==> src/verilog/sprx_consts.vh <==
// Purpose: Shared constants of the receiver status and relock block
// Assumes: Included by bare name from every design file
// Notes: Register indices are word indices; byte address is four times the index
`ifndef SPRX_CONSTS_VH
`define SPRX_CONSTS_VH

// ==========================================================
// Register indices
`define SPRX_IDX_LOCK 16'hf600
`define SPRX_IDX_CTRL 16'hf601
`define SPRX_IDX_DECODE 16'hf602
`define SPRX_IDX_COMPR 16'hf603
`define SPRX_IDX_RESTART 16'hf604
`define SPRX_IDX_LOSTLOCK 16'hf605
`define SPRX_IDX_IRQ_STAT 16'hf606
`define SPRX_IDX_IRQ_MASK 16'hf607
`define SPRX_ADR_W 18
`define SPRX_RST16 16'h0000

// ==========================================================
// Field positions
`define SPRX_CTRL_W 4
`define SPRX_CTRL_QUICK 3
`define SPRX_RESTART_BIT 0
`define SPRX_DEC_W 10
`define SPRX_DEC_RWL_HI 9
`define SPRX_DEC_RWL_LO 6
`define SPRX_DEC_LWL_HI 5
`define SPRX_DEC_LWL_LO 2
`define SPRX_DEC_FAM 1
`define SPRX_DEC_TYPE 0

// ==========================================================
// Interrupt status bits
`define SPRX_IRQ_W 3
`define SPRX_IRQ_LOST 0
`define SPRX_IRQ_ACQ 1
`define SPRX_IRQ_FMT 2

// ==========================================================
// Lock qualification and stream decode
`define SPRX_LOCK_CNT_W 7
`define SPRX_LOCK_NORMAL 7'h40
`define SPRX_LOCK_FAST 7'h08
`define SPRX_CS_TYPE_BIT 8'h01
`define SPRX_CS_WL_FIRST 8'h20
`define SPRX_CS_WL_LAST 8'h23
`define SPRX_FAM2_LO 5'h0b
`define SPRX_FAM2_HI 5'h0d

`endif

==> src/verilog/sprx_lock_qual.v <==
// Purpose: Declares lock after a run of consecutive valid samples
// Assumes: Sample strobes come from logic on clk_i
// Notes: One bad sample drops lock at once
`timescale 1ns/10ps
`include "sprx_consts.vh"

module sprx_lock_qual #(
  parameter W = `SPRX_LOCK_CNT_W,
  parameter [W-1:0] NORMAL_CNT = `SPRX_LOCK_NORMAL,
  parameter [W-1:0] FAST_CNT = `SPRX_LOCK_FAST
) (
  input wire clk_i,
  input wire rst_i,
  input wire sample_stb_i,
  input wire sample_ok_i,
  input wire quick_i,
  output wire lock_o,
  output wire lost_o,
  output wire acq_o
);

  reg [W-1:0] run_r;
  reg lock_r;
  reg lost_r;
  reg acq_r;
  wire [W-1:0] target = quick_i ? FAST_CNT : NORMAL_CNT;

  // ==========================================================
  // Run counter and lock state
  always @(posedge clk_i) begin
    if (rst_i) begin
      run_r <= {W{1'b0}};
      lock_r <= 1'b0;
      lost_r <= 1'b0;
      acq_r <= 1'b0;
    end else begin
      lost_r <= 1'b0;
      acq_r <= 1'b0;
      if (sample_stb_i) begin
        if (sample_ok_i) begin
          if (!lock_r) begin
            if (run_r == target - {{(W-1){1'b0}}, 1'b1}) begin
              lock_r <= 1'b1;
              acq_r <= 1'b1;
              run_r <= {W{1'b0}};
            end else begin
              run_r <= run_r + {{(W-1){1'b0}}, 1'b1};
            end
          end
        end else begin
          run_r <= {W{1'b0}};
          if (lock_r) begin
            lock_r <= 1'b0;
            lost_r <= 1'b1;
          end
        end
      end
    end
  end

  assign lock_o = lock_r;
  assign lost_o = lost_r;
  assign acq_o = acq_r;

endmodule // sprx_lock_qual

==> src/verilog/sprx_cs_decode.v <==
// Purpose: Decodes channel status and burst info into format fields
// Assumes: Subframe strobes come from logic on clk_i
// Notes: Word lengths publish after frame 35 of each block
`timescale 1ns/10ps
`include "sprx_consts.vh"

module sprx_cs_decode (
  input wire clk_i,
  input wire rst_i,
  input wire sub_stb_i,
  input wire sub_right_i,
  input wire cs_bit_i,
  input wire block_start_i,
  input wire burst_stb_i,
  input wire [15:0] burst_info_i,
  output wire [`SPRX_DEC_W-1:0] decode_o,
  output wire [15:0] code_o,
  output wire changed_o
);

  reg [7:0] frame_r;
  reg [3:0] wl_l_r;
  reg [3:0] wl_r_r;
  reg type_r;
  reg [`SPRX_DEC_W-1:0] dec_r;
  reg [15:0] code_r;
  reg chg_r;
  wire [7:0] fidx = block_start_i ? 8'h00 : frame_r;
  wire in_wl = (fidx >= `SPRX_CS_WL_FIRST) && (fidx <= `SPRX_CS_WL_LAST);
  wire [4:0] dtype = burst_info_i[4:0];
  wire fam2 = (dtype >= `SPRX_FAM2_LO) && (dtype <= `SPRX_FAM2_HI);
  wire [`SPRX_DEC_W-1:0] pub = {{cs_bit_i, wl_r_r[2:0]}, wl_l_r, dec_r[`SPRX_DEC_FAM], type_r};

  // ==========================================================
  // Channel status capture, update at frame 35 of each block
  always @(posedge clk_i) begin
    if (rst_i) begin
      frame_r <= 8'h00;
      wl_l_r <= 4'h0;
      wl_r_r <= 4'h0;
      type_r <= 1'b0;
      dec_r <= {`SPRX_DEC_W{1'b0}};
      code_r <= 16'h0000;
      chg_r <= 1'b0;
    end else begin
      chg_r <= 1'b0;
      if (sub_stb_i) begin
        if (!sub_right_i) begin
          frame_r <= fidx;
          if (fidx == `SPRX_CS_TYPE_BIT)
            type_r <= cs_bit_i;
          if (in_wl)
            wl_l_r[fidx[1:0]] <= cs_bit_i;
        end else begin
          frame_r <= fidx + 8'h01;
          if (in_wl)
            wl_r_r[fidx[1:0]] <= cs_bit_i;
          if (fidx == `SPRX_CS_WL_LAST) begin
            dec_r <= type_r ? pub : {pub[`SPRX_DEC_W-1:2], 2'b00};
            if (!type_r)
              code_r <= 16'h0000;
            chg_r <= (pub != dec_r);
          end
        end
      end
      if (burst_stb_i && dec_r[`SPRX_DEC_TYPE]) begin
        code_r <= burst_info_i;
        dec_r[`SPRX_DEC_FAM] <= fam2;
      end
    end
  end

  assign decode_o = dec_r;
  assign code_o = code_r;
  assign changed_o = chg_r;

endmodule // sprx_cs_decode

==> src/verilog/sprx_top.v <==
// Purpose: Receiver status, format decode, mute and relock control
// Assumes: Classic Wishbone slave, 32-bit data, word index = adr_i[17:2]
// Notes: Front-end strobes are synchronous to clk_i
//        Unmapped indices read zero and are still answered
//        Audio stays muted from reset until the first lock
//
// The Wishbone register port was chosen for this implementation.
`timescale 1ns/10ps
`include "sprx_consts.vh"

module sprx_top (
  input wire clk_i,
  input wire rst_i,
  input wire wb_cyc_i,
  input wire wb_stb_i,
  input wire wb_we_i,
  input wire [`SPRX_ADR_W-1:0] wb_adr_i,
  input wire [3:0] wb_sel_i,
  input wire [31:0] wb_dat_i,
  output wire [31:0] wb_dat_o,
  output wire wb_ack_o,
  input wire sample_stb_i,
  input wire sample_ok_i,
  input wire sub_stb_i,
  input wire sub_right_i,
  input wire cs_bit_i,
  input wire block_start_i,
  input wire burst_stb_i,
  input wire [15:0] burst_info_i,
  output wire lock_o,
  output wire mute_o,
  output wire irq_o
);

  // ==========================================================
  // Byte lane merge of a 16-bit register
  function [15:0] lane16;
    input [15:0] old_v;
    input [15:0] new_v;
    input [1:0] sel;
    begin
      lane16[7:0] = sel[0] ? new_v[7:0] : old_v[7:0];
      lane16[15:8] = sel[1] ? new_v[15:8] : old_v[15:8];
    end
  endfunction

  // ==========================================================
  // State
  reg ack_r;
  reg [31:0] dat_r;
  reg [`SPRX_CTRL_W-1:0] ctrl_r;
  reg restart_r;
  reg sticky_r;
  reg hold_r;
  reg mute_r;
  reg lock_out_r;
  reg [`SPRX_IRQ_W-1:0] istat_r;
  reg [`SPRX_IRQ_W-1:0] imask_r;
  reg irq_r;

  reg [`SPRX_CTRL_W-1:0] ctrl_nxt;
  reg restart_nxt;
  reg sticky_nxt;
  reg hold_nxt;
  reg [`SPRX_IRQ_W-1:0] istat_nxt;
  reg [`SPRX_IRQ_W-1:0] imask_nxt;
  reg [15:0] rd_nxt;
  reg [15:0] wmerge;
  reg mute_nxt;
  reg irq_nxt;

  wire lock_w;
  wire lost_w;
  wire acq_w;
  wire [`SPRX_DEC_W-1:0] decode_w;
  wire [15:0] code_w;
  wire fmt_chg_w;

  wire [15:0] idx = wb_adr_i[`SPRX_ADR_W-1:2];
  wire req = wb_cyc_i && wb_stb_i;
  wire wr_go = req && wb_we_i && ack_r;
  wire rd_go = req && !ack_r;
  wire [`SPRX_IRQ_W-1:0] events;
  wire resume_w = restart_r && lock_w;

  // ==========================================================
  // Lock qualifier
  sprx_lock_qual u_lock (
    .clk_i(clk_i),
    .rst_i(rst_i),
    .sample_stb_i(sample_stb_i),
    .sample_ok_i(sample_ok_i),
    .quick_i(ctrl_r[`SPRX_CTRL_QUICK]),
    .lock_o(lock_w),
    .lost_o(lost_w),
    .acq_o(acq_w)
  );

  // ==========================================================
  // Channel status decoder
  sprx_cs_decode u_dec (
    .clk_i(clk_i),
    .rst_i(rst_i),
    .sub_stb_i(sub_stb_i),
    .sub_right_i(sub_right_i),
    .cs_bit_i(cs_bit_i),
    .block_start_i(block_start_i),
    .burst_stb_i(burst_stb_i),
    .burst_info_i(burst_info_i),
    .decode_o(decode_w),
    .code_o(code_w),
    .changed_o(fmt_chg_w)
  );

  assign events = {fmt_chg_w, acq_w, lost_w};

  // ==========================================================
  // Register writes and interrupt status update
  always @* begin
    ctrl_nxt = ctrl_r;
    restart_nxt = restart_r;
    imask_nxt = imask_r;
    istat_nxt = istat_r;
    wmerge = 16'h0000;
    if (wr_go) begin
      case (idx)
        `SPRX_IDX_CTRL: begin
          wmerge = lane16({12'h000, ctrl_r}, wb_dat_i[15:0], wb_sel_i[1:0]);
          ctrl_nxt = wmerge[`SPRX_CTRL_W-1:0];
        end
        `SPRX_IDX_RESTART: begin
          wmerge = lane16({15'h0000, restart_r}, wb_dat_i[15:0], wb_sel_i[1:0]);
          restart_nxt = wmerge[`SPRX_RESTART_BIT];
        end
        `SPRX_IDX_IRQ_MASK: begin
          wmerge = lane16({13'h0000, imask_r}, wb_dat_i[15:0], wb_sel_i[1:0]);
          imask_nxt = wmerge[`SPRX_IRQ_W-1:0];
        end
        `SPRX_IDX_IRQ_STAT: begin
          wmerge = lane16(16'h0000, wb_dat_i[15:0], wb_sel_i[1:0]);
          istat_nxt = istat_r & ~wmerge[`SPRX_IRQ_W-1:0];
        end
        default: begin
          wmerge = 16'h0000;
        end
      endcase
    end
    // A new event wins over a clear in the same cycle
    istat_nxt = istat_nxt | events;
  end

  // ==========================================================
  // Sticky loss flag; loss wins over a restart clear
  always @* begin
    if (lost_w) begin
      sticky_nxt = 1'b1;
    end else if (resume_w) begin
      sticky_nxt = 1'b0;
    end else begin
      sticky_nxt = sticky_r;
    end
  end

  // ==========================================================
  // Audio hold after a loss, released by restart at relock
  always @* begin
    if (lost_w) begin
      hold_nxt = 1'b1;
    end else if (resume_w) begin
      hold_nxt = 1'b0;
    end else begin
      hold_nxt = hold_r;
    end
  end

  // ==========================================================
  // Pin next values
  always @* begin
    mute_nxt = !lock_w || hold_nxt;
    irq_nxt = |(istat_nxt & imask_nxt);
  end

  // ==========================================================
  // Read data mux
  always @* begin
    case (idx)
      `SPRX_IDX_LOCK: begin
        rd_nxt = {15'h0000, lock_w};
      end
      `SPRX_IDX_CTRL: begin
        rd_nxt = {12'h000, ctrl_r};
      end
      `SPRX_IDX_DECODE: begin
        rd_nxt = {6'h00, decode_w};
      end
      `SPRX_IDX_COMPR: begin
        rd_nxt = code_w;
      end
      `SPRX_IDX_RESTART: begin
        rd_nxt = {15'h0000, restart_r};
      end
      `SPRX_IDX_LOSTLOCK: begin
        rd_nxt = {15'h0000, sticky_r};
      end
      `SPRX_IDX_IRQ_STAT: begin
        rd_nxt = {13'h0000, istat_r};
      end
      `SPRX_IDX_IRQ_MASK: begin
        rd_nxt = {13'h0000, imask_r};
      end
      default: begin
        rd_nxt = `SPRX_RST16;
      end
    endcase
  end

  // ==========================================================
  // Bus answer flops
  always @(posedge clk_i) begin
    if (rst_i) begin
      ack_r <= 1'b0;
      dat_r <= 32'h00000000;
    end else begin
      ack_r <= rd_go;
      if (rd_go) begin
        dat_r <= {16'h0000, rd_nxt};
      end
    end
  end

  // ==========================================================
  // Software controlled registers
  always @(posedge clk_i) begin
    if (rst_i) begin
      ctrl_r <= {`SPRX_CTRL_W{1'b0}};
      restart_r <= 1'b0;
      imask_r <= {`SPRX_IRQ_W{1'b0}};
    end else begin
      ctrl_r <= ctrl_nxt;
      restart_r <= restart_nxt;
      imask_r <= imask_nxt;
    end
  end

  // ==========================================================
  // Relock state and pin flops
  always @(posedge clk_i) begin
    if (rst_i) begin
      sticky_r <= 1'b0;
      hold_r <= 1'b0;
      mute_r <= 1'b1;
      lock_out_r <= 1'b0;
    end else begin
      sticky_r <= sticky_nxt;
      hold_r <= hold_nxt;
      mute_r <= mute_nxt;
      lock_out_r <= lock_w;
    end
  end

  // ==========================================================
  // Interrupt status and line
  always @(posedge clk_i) begin
    if (rst_i) begin
      istat_r <= {`SPRX_IRQ_W{1'b0}};
      irq_r <= 1'b0;
    end else begin
      istat_r <= istat_nxt;
      irq_r <= irq_nxt;
    end
  end

  assign wb_ack_o = ack_r;
  assign wb_dat_o = dat_r;
  assign lock_o = lock_out_r;
  assign mute_o = mute_r;
  assign irq_o = irq_r;

endmodule // sprx_top

==> config.mk <==
export PLATFORM = sky130hd
export DESIGN_NAME = sprx_top
export DESIGN_NICKNAME = d
export VERILOG_FILES = /design/src/verilog/sprx_lock_qual.v /design/src/verilog/sprx_cs_decode.v /design/src/verilog/sprx_top.v
export VERILOG_INCLUDE_DIRS = /design/src /design/src/verilog
export SDC_FILE = /design/constraint.sdc
export NUM_CORES = 1
export LEC_CHECK = 0
export BUFFER_PORTS_ARGS = -buffer_cell sky130_fd_sc_hd__buf_2
export CELL_PAD_IN_SITES_DETAIL_PLACEMENT = 1
export CELL_PAD_IN_SITES_GLOBAL_PLACEMENT = 2
export CORE_AREA = 5 5 147 114
export DETAILED_ROUTE_END_ITERATION = 6
export DIE_AREA = 0 0 152 119
export PLACE_DENSITY_LB_ADDON = 0.1
export REMOVE_ABC_BUFFERS = 1
export SYNTH_ARGS = -nofsm -noshare
export SYNTH_HDL_FRONTEND = slang
export SYNTH_SLANG_ARGS = --single-unit
==> constraint.sdc <==
create_clock -name clk_i -period 1.85 [get_ports clk_i]
set_input_delay 0.185 -clock clk_i [delete_from_list [all_inputs] [get_ports clk_i]]
set_output_delay 0.185 -clock clk_i [all_outputs]
set_load 0.05 [all_outputs]
Yosys cells after proc, flatten, opt, wreduce, memory -nomap -nowiden
Index checks and enable logic that the tools add are counted.
{"block": "totals", "ff_bits": 87, "output_inout_bits": 36, "elab_cells": 118}
{"block": "op_classes", "add_sub_neg": 3, "n_lt_le_gt_ge": 6, "eq_ne": 14, "n_mux": 35, "bitwise": 9, "n_reduce_logical": 28}
{"op": "$eq 16x16->1 const B", "count": 8}
{"op": "$pmux 16 s8", "count": 1}
{"op": "$mux 16", "count": 5}
{"op": "$mux 7", "count": 4}
{"op": "$mux 3", "count": 6}
{"op": "$reduce_and 3->1", "count": 6}
{"op": "$mux 8", "count": 2}
{"op": "$mux 1", "count": 10}
{"op": "$logic_and 1x1->1", "count": 9}
{"op": "$ne 9x9->1", "count": 1}
{"op": "$add 8x1->8 const B", "count": 1}
{"op": "$bwmux 4", "count": 2}
{"op": "$eq 8x1->1 const B", "count": 1}
{"op": "$eq 8x6->1 const B", "count": 1}
{"op": "$ge 8x6->1 const B", "count": 1}
{"op": "$le 8x6->1 const B", "count": 1}
{"op": "$mux 2", "count": 4}
{"op": "$reduce_bool 2->1", "count": 4}
{"op": "$reduce_or 4->1", "count": 2}
{"op": "$add 7x1->7 const B", "count": 1}
{"op": "$eq 7x7->1", "count": 1}
{"op": "$sub 7x1->7 const B", "count": 1}
{"op": "$and 3x3->3", "count": 2}
{"op": "$reduce_or 3->1", "count": 2}
{"op": "13 further kinds", "count": 19}

Depth between registers and ports, before layout
{"block": "logic_depth", "ltp_word": 8, "ltp_mapped": 9, "ltp_nobuf": 8}

By module
Synthesis repeated with hierarchy kept, for this count alone.
{"block": "unflattened", "cells_unflattened": 473, "area_unflattened_um2": 4272.8}
{"module": "sprx_cs_decode", "n_inst": 1, "cells_per_inst": 228, "area_each_um2": 2132.0, "seq_area_each_um2": 860.8}
{"module": "sprx_top", "n_inst": 1, "cells_per_inst": 183, "area_each_um2": 1636.6, "seq_area_each_um2": 660.6}
{"module": "sprx_lock_qual", "n_inst": 1, "cells_per_inst": 62, "area_each_um2": 504.2, "seq_area_each_um2": 200.2}

Worst setup path after synthesis
No wires, ideal clock.
{"block": "synth_timing", "path_kind": "register to register", "start": "reg ack_r, in the netlist wb_ack_o", "end": "reg irq_r, in the netlist irq_o", "setup_ns": 0.136, "arrival_time_ns": 1.825, "required_ns": 1.714, "slack_ns": -0.111, "path_stages_with_launch": 6, "path_buffers": 0, "period_less_slack_ns": 1.961, "cell_sequence": "dfxtp_1 > and4_1 > nand2_1 > or4_4 > mux2i_1 > o221ai_1"}
{"block": "synth_between", "elab_chain_len": 5, "elab_cells_between_ends": 6, "classes_between": "2 x mux; 2 x bitwise; 2 x reduce/logical"}
{"element": "start, declared", "line": "sprx_top.v:49", "rtl": "reg ack_r;"}
{"element": "start signal, assigned", "line": "sprx_top.v:224", "rtl": "ack_r <= rd_go;"}
{"element": "$logic_and 1x1->1 *", "line": "sprx_top.v:81", "rtl": "wire wr_go = req && wb_we_i && ack_r;"}
{"element": "$mux 3", "line": "sprx_top.v:125", "rtl": "if (wr_go) begin"}
{"element": "$or 3x3->3", "line": "sprx_top.v:149", "rtl": "istat_nxt = istat_nxt | events;"}
{"element": "$and 3x3->3 *", "line": "sprx_top.v:180", "rtl": "irq_nxt = |(istat_nxt & imask_nxt);"}
{"element": "$reduce_or 3->1 *", "line": "sprx_top.v:180"}
{"element": "end signal, assigned", "line": "sprx_top.v:269", "rtl": "irq_r <= irq_nxt;"}
{"element": "end, declared", "line": "sprx_top.v:59", "rtl": "reg irq_r;"}
Every way passes the cells marked *; elsewhere a longest branch is shown, timed or not.
A chain may end at the register's enable or synchronous reset.

Final worst setup path
{"block": "layout_timing", "start": "reg u_dec.frame_r[3]", "end": "reg u_dec.code_r[12], in the netlist u_dec.code_o[12]"}
{"block": "layout_between", "elab_chain_len": 4}
{"element": "start, declared", "line": "sprx_cs_decode.v:21", "rtl": "reg [7:0] frame_r;"}
{"element": "start signal, assigned", "line": "sprx_cs_decode.v:49", "rtl": "frame_r <= fidx;"}
{"element": "start signal, assigned", "line": "sprx_cs_decode.v:55", "rtl": "frame_r <= fidx + 8'h01;"}
{"element": "$mux 8", "line": "sprx_cs_decode.v:28", "rtl": "wire [7:0] fidx = block_start_i ? 8'h00 : frame_r;"}
{"element": "$eq 8x6->1 (no line)"}
{"element": "$reduce_bool 2->1 (no line)"}
{"element": "$reduce_and 4->1 (no line)"}
{"element": "end signal, assigned", "line": "sprx_cs_decode.v:67", "rtl": "code_r <= burst_info_i;"}
{"element": "end, declared", "line": "sprx_cs_decode.v:26", "rtl": "reg [15:0] code_r;"}
No other way between the ends.

==> key figures <==
Clock tree
  • Reg clk slew, reported paths: 0.06 ns
  • # hold bufs at CTS: 0
  • Skew-Pair Late Insertion Delay: 0.34 ns
  • Clock Tree Root: clkbuf_16
  • Clock Tree Buf Depth: 2
  • Total CTS buffers: 9
  • H-tree depth: 3
  • Clk sinks: 86
  • CTS tree: yes

Synth
  • Syn Std Cell Area: 4020 sq um
  • Number of flops mapped to enable cells by yosys: 0
  • Synth top area share: 0.429
  • Post-synth cell types: 53
  • Top post-synthesis cells by area: dfxtp_1, nor2_1, mux2i_1
  • Top cells by instance count after synthesis: dfxtp_1, nor2_1, nand2_1
  • Cell with the most instances after synthesis: dfxtp_1
  • Count of yosys warnings during synthesis: 0
  • Area leader, netlist: dfxtp_1
  • Yosys reg bits: 86
  • Dominant synthesized flop cell: dfxtp_1
  • Seq/Total Area, Yosys: 0.429
  • Asr flop ratio synth: 0
  • Synth Area per Inst: 9.01 sq um
  • Mapped Cells: 446

STA
  • Clk_skew: 0.00733 ns
  • Hold Worst Slack: 0.103 ns
  • Slew margin rel.: 0.667
  • Period utilization: 1.04
  • Setup-failing EPs final: 22
  • Actual slew at the worst max-slew pin: 0.495 ns
  • Max Slew Vio Count: 0
  • Hold Fails Final Rpt: 0
  • Peak Freq: 520 MHz
  • Min cycle time layout: 1.92 ns
  • Final setup margin: -0.0730 ns
  • RSZ-0062 raised after global routing: yes

Global routing
  • First-pass GRT wire length: 19700 um
  • GRT Overall Usage: 0.135
  • Grt total ovfl: 0
  • Largest net degree at the start of global routing: 75
  • Vias in the first global route: 3626
  • Initial antenna violation count: 2

Cells and area
  • Register area: 1720 sq um
  • Final nets: 623
  • Fill cells: 1783
  • Cell area after layout: 5170 sq um
  • Multi-input logic area: 2180 sq um
  • Syn-to-layout area delta: 28.7%
  • Share of cells above drive strength 1: 0.303

Critical path
  • WP data arrival: 2.14 ns
  • Crit end category: flop
  • Crit path kind: flop to flop
  • Worst path slowest cell: or4_4
  • Worst-path cell chain: or4_4 > nor4b_4 > buf_4 > a21oi_4 > clkbuf_16 > a22oi_2 > nor2_1
  • Biggest cell delay along the critical path: 0.58 ns
  • Worst setup SP type: flop
  • Critical Path RT: 2.07 ns
  • Worst-path fanout max: 8

Route
  • Pre-Repair DR Iteration Count: 4
  • DRC Markers: 0
  • Initial DRC Count: 125
  • Post-route ant nets: 0
  • Final WL: 12200 um
  • Via density: 4.64
  • Vias: 3465
  • WL per Instance: 16.3 um

Status
  • Failing checks: negative setup slack
  • Status: finished with violations

Power
  • PD cells: 776 nW/um^2
  • Pint: 3.03 mW
  • Sequential Power Share: 0.463
  • Clock network fraction of design power: 0.461
  • Switching power total: 0.988 mW
  • Leakage power: 2.13 nW
  • Switch share: 0.246
  • Peak supply drop: 0.438 mV
  • Combinational power share: 0.076

Floorplanning
  • Die width: 152 um
  • Core area: 15000 sq um
  • Die Y: 119 um
  • Die area: 18100 sq um
  • FP Rows: 39
  • # IOs: 118
  • Initial Util: 0.267

Placed design
  • Number of port buffers: 68
  • HPWL Detailed: 8740 um
  • Routability-driven placement congestion ratio: 0.756
  • Post-placement cell area: 4740 sq um

Flow run
  • MaxCap Viol Count: 0

Worst hold path
  • Hold Crit Class: input pin to flop
kinds of logic after synthesis:
| kind of cell | count (synthesis) | share of synthesized area |
|---|---|---|
| multiplexers | 36 | 0.0993 |
| other | 1 | 0.000933 |
| adder cells (fa/ha/maj) | 5 | 0.0156 |
| flip-flops | 86 | 0.429 |
| XOR/XNOR | 13 | 0.0283 |
| AND/OR/NAND/NOR | 169 | 0.213 |
| AO/OA/AOI/OAI | 82 | 0.147 |
| buffers and inverters | 54 | 0.0673 |
final timing paths:
kind / slack, ns / depth (start not counted) / to / from
hold / removal: 0.10 / 3 / u_dec.code_o[14]$_SDFFE_PP0P_ / burst_info_i[14]
hold reg to reg: 0.47 / 2 / u_dec.code_o[3]$_SDFFE_PP0P_ / u_dec.code_o[3]$_SDFFE_PP0P_
setup / recovery: -0.07 / 7 / u_dec.code_o[12]$_SDFFE_PP0P_ / u_dec.frame_r[3]$_SDFFE_PP0P_
setup reg to reg: -0.07 / 7 / u_dec.code_o[12]$_SDFFE_PP0P_ / u_dec.frame_r[3]$_SDFFE_PP0P_
critical path: cells and delay by family (launching register included):
family / cells / cell delay [ns]
simple gates: 3 / 0.89
buf+inv: 2 / 0.38
compound gates: 2 / 0.21
flops: 1 / 0.32
metrics by stage:
stage	setup WS [ns]	utilization	power, mW	setup TNS (ns)	std cells
after CTS	-0.0494	0.336	4.09	-0.750	744
after global placement	-0.0894	0.315	2.20	-1.80	728
after global routing	-0.143	0.344	4.19	-2.68	746
after floorplan	-0.542	-	2.04	-13.72	421
final	-0.0730	0.344	4.01	-0.975	747
after detailed placement	-0.104	0.315	2.21	-2.82	728
timing repair:
item,in CTS,in global routing
endpoints found under the setup margin,26,33
endpoints found under the hold margin,0,0
cloned,0,1
setup buffers,0,1
resized for setup,3,19
pin swaps,3,7
registers in the layout, indices dropped and copies added, names as in the netlist:
name             flops
u_dec.type_r         1
ctrl_r               4
u_lock.lock_o        1
u_dec.changed_o      1
irq_o                1
imask_r              3
u_dec.wl_l_r         4
u_dec.wl_r_r         3
istat_r              3
restart_r            1
u_lock.lost_o        1
wb_dat_o            16
u_lock.run_r         7
u_dec.frame_r        8
u_dec.decode_o      10
sticky_r             1
u_lock.acq_o         1
u_dec.code_o        16
hold_r               1
mute_o               1
wb_ack_o             1
lock_o               1
power by group through the flow:
| stage | clock network, mW | logic, mW | registers (mW) |
|---|---|---|---|
| 2_1_floorplan | 0 | 0.133 | 1.90 |
| 3_3_place_gp | 0 | 0.300 | 1.90 |
| 3_5_place_dp | 0 | 0.304 | 1.90 |
| 4_1_cts | 1.93 | 0.306 | 1.86 |
| 5_1_grt | 2.00 | 0.332 | 1.86 |
| 6_report | 1.85 | 0.306 | 1.86 |
area by class of cell:
class | count | area share
clock inverter | 5 | 0.0114
timing repair buffer | 104 | 0.127
multi-input combinational | 321 | 0.421
sequential | 86 | 0.333
tap | 205 | 0.0496
inverter | 14 | 0.0102
antenna | 1 | 0.000484
clock buffer | 11 | 0.0469
routing by layer:
layer  wire length (um)  vias up  GRT usage
met5                 14        -          0
met2               4950       85      0.198
met1               6250     1629      0.188
li1                   -     1735          -
met4                121        4     0.0320
met3                863       12     0.0511
placed cells by master (no fill, tap or decap), drive strengths merged, types with 10 or more instances in the layout:
cell type  count
mux2          11
conb          16
dfxtp         86
a22oi         29
nor2          74
nand2         39
o21ai         10
clkbuf        12
inv           14
buf          103
a21oi         16
mux2i         23
(Power assumes the default switching activity.)
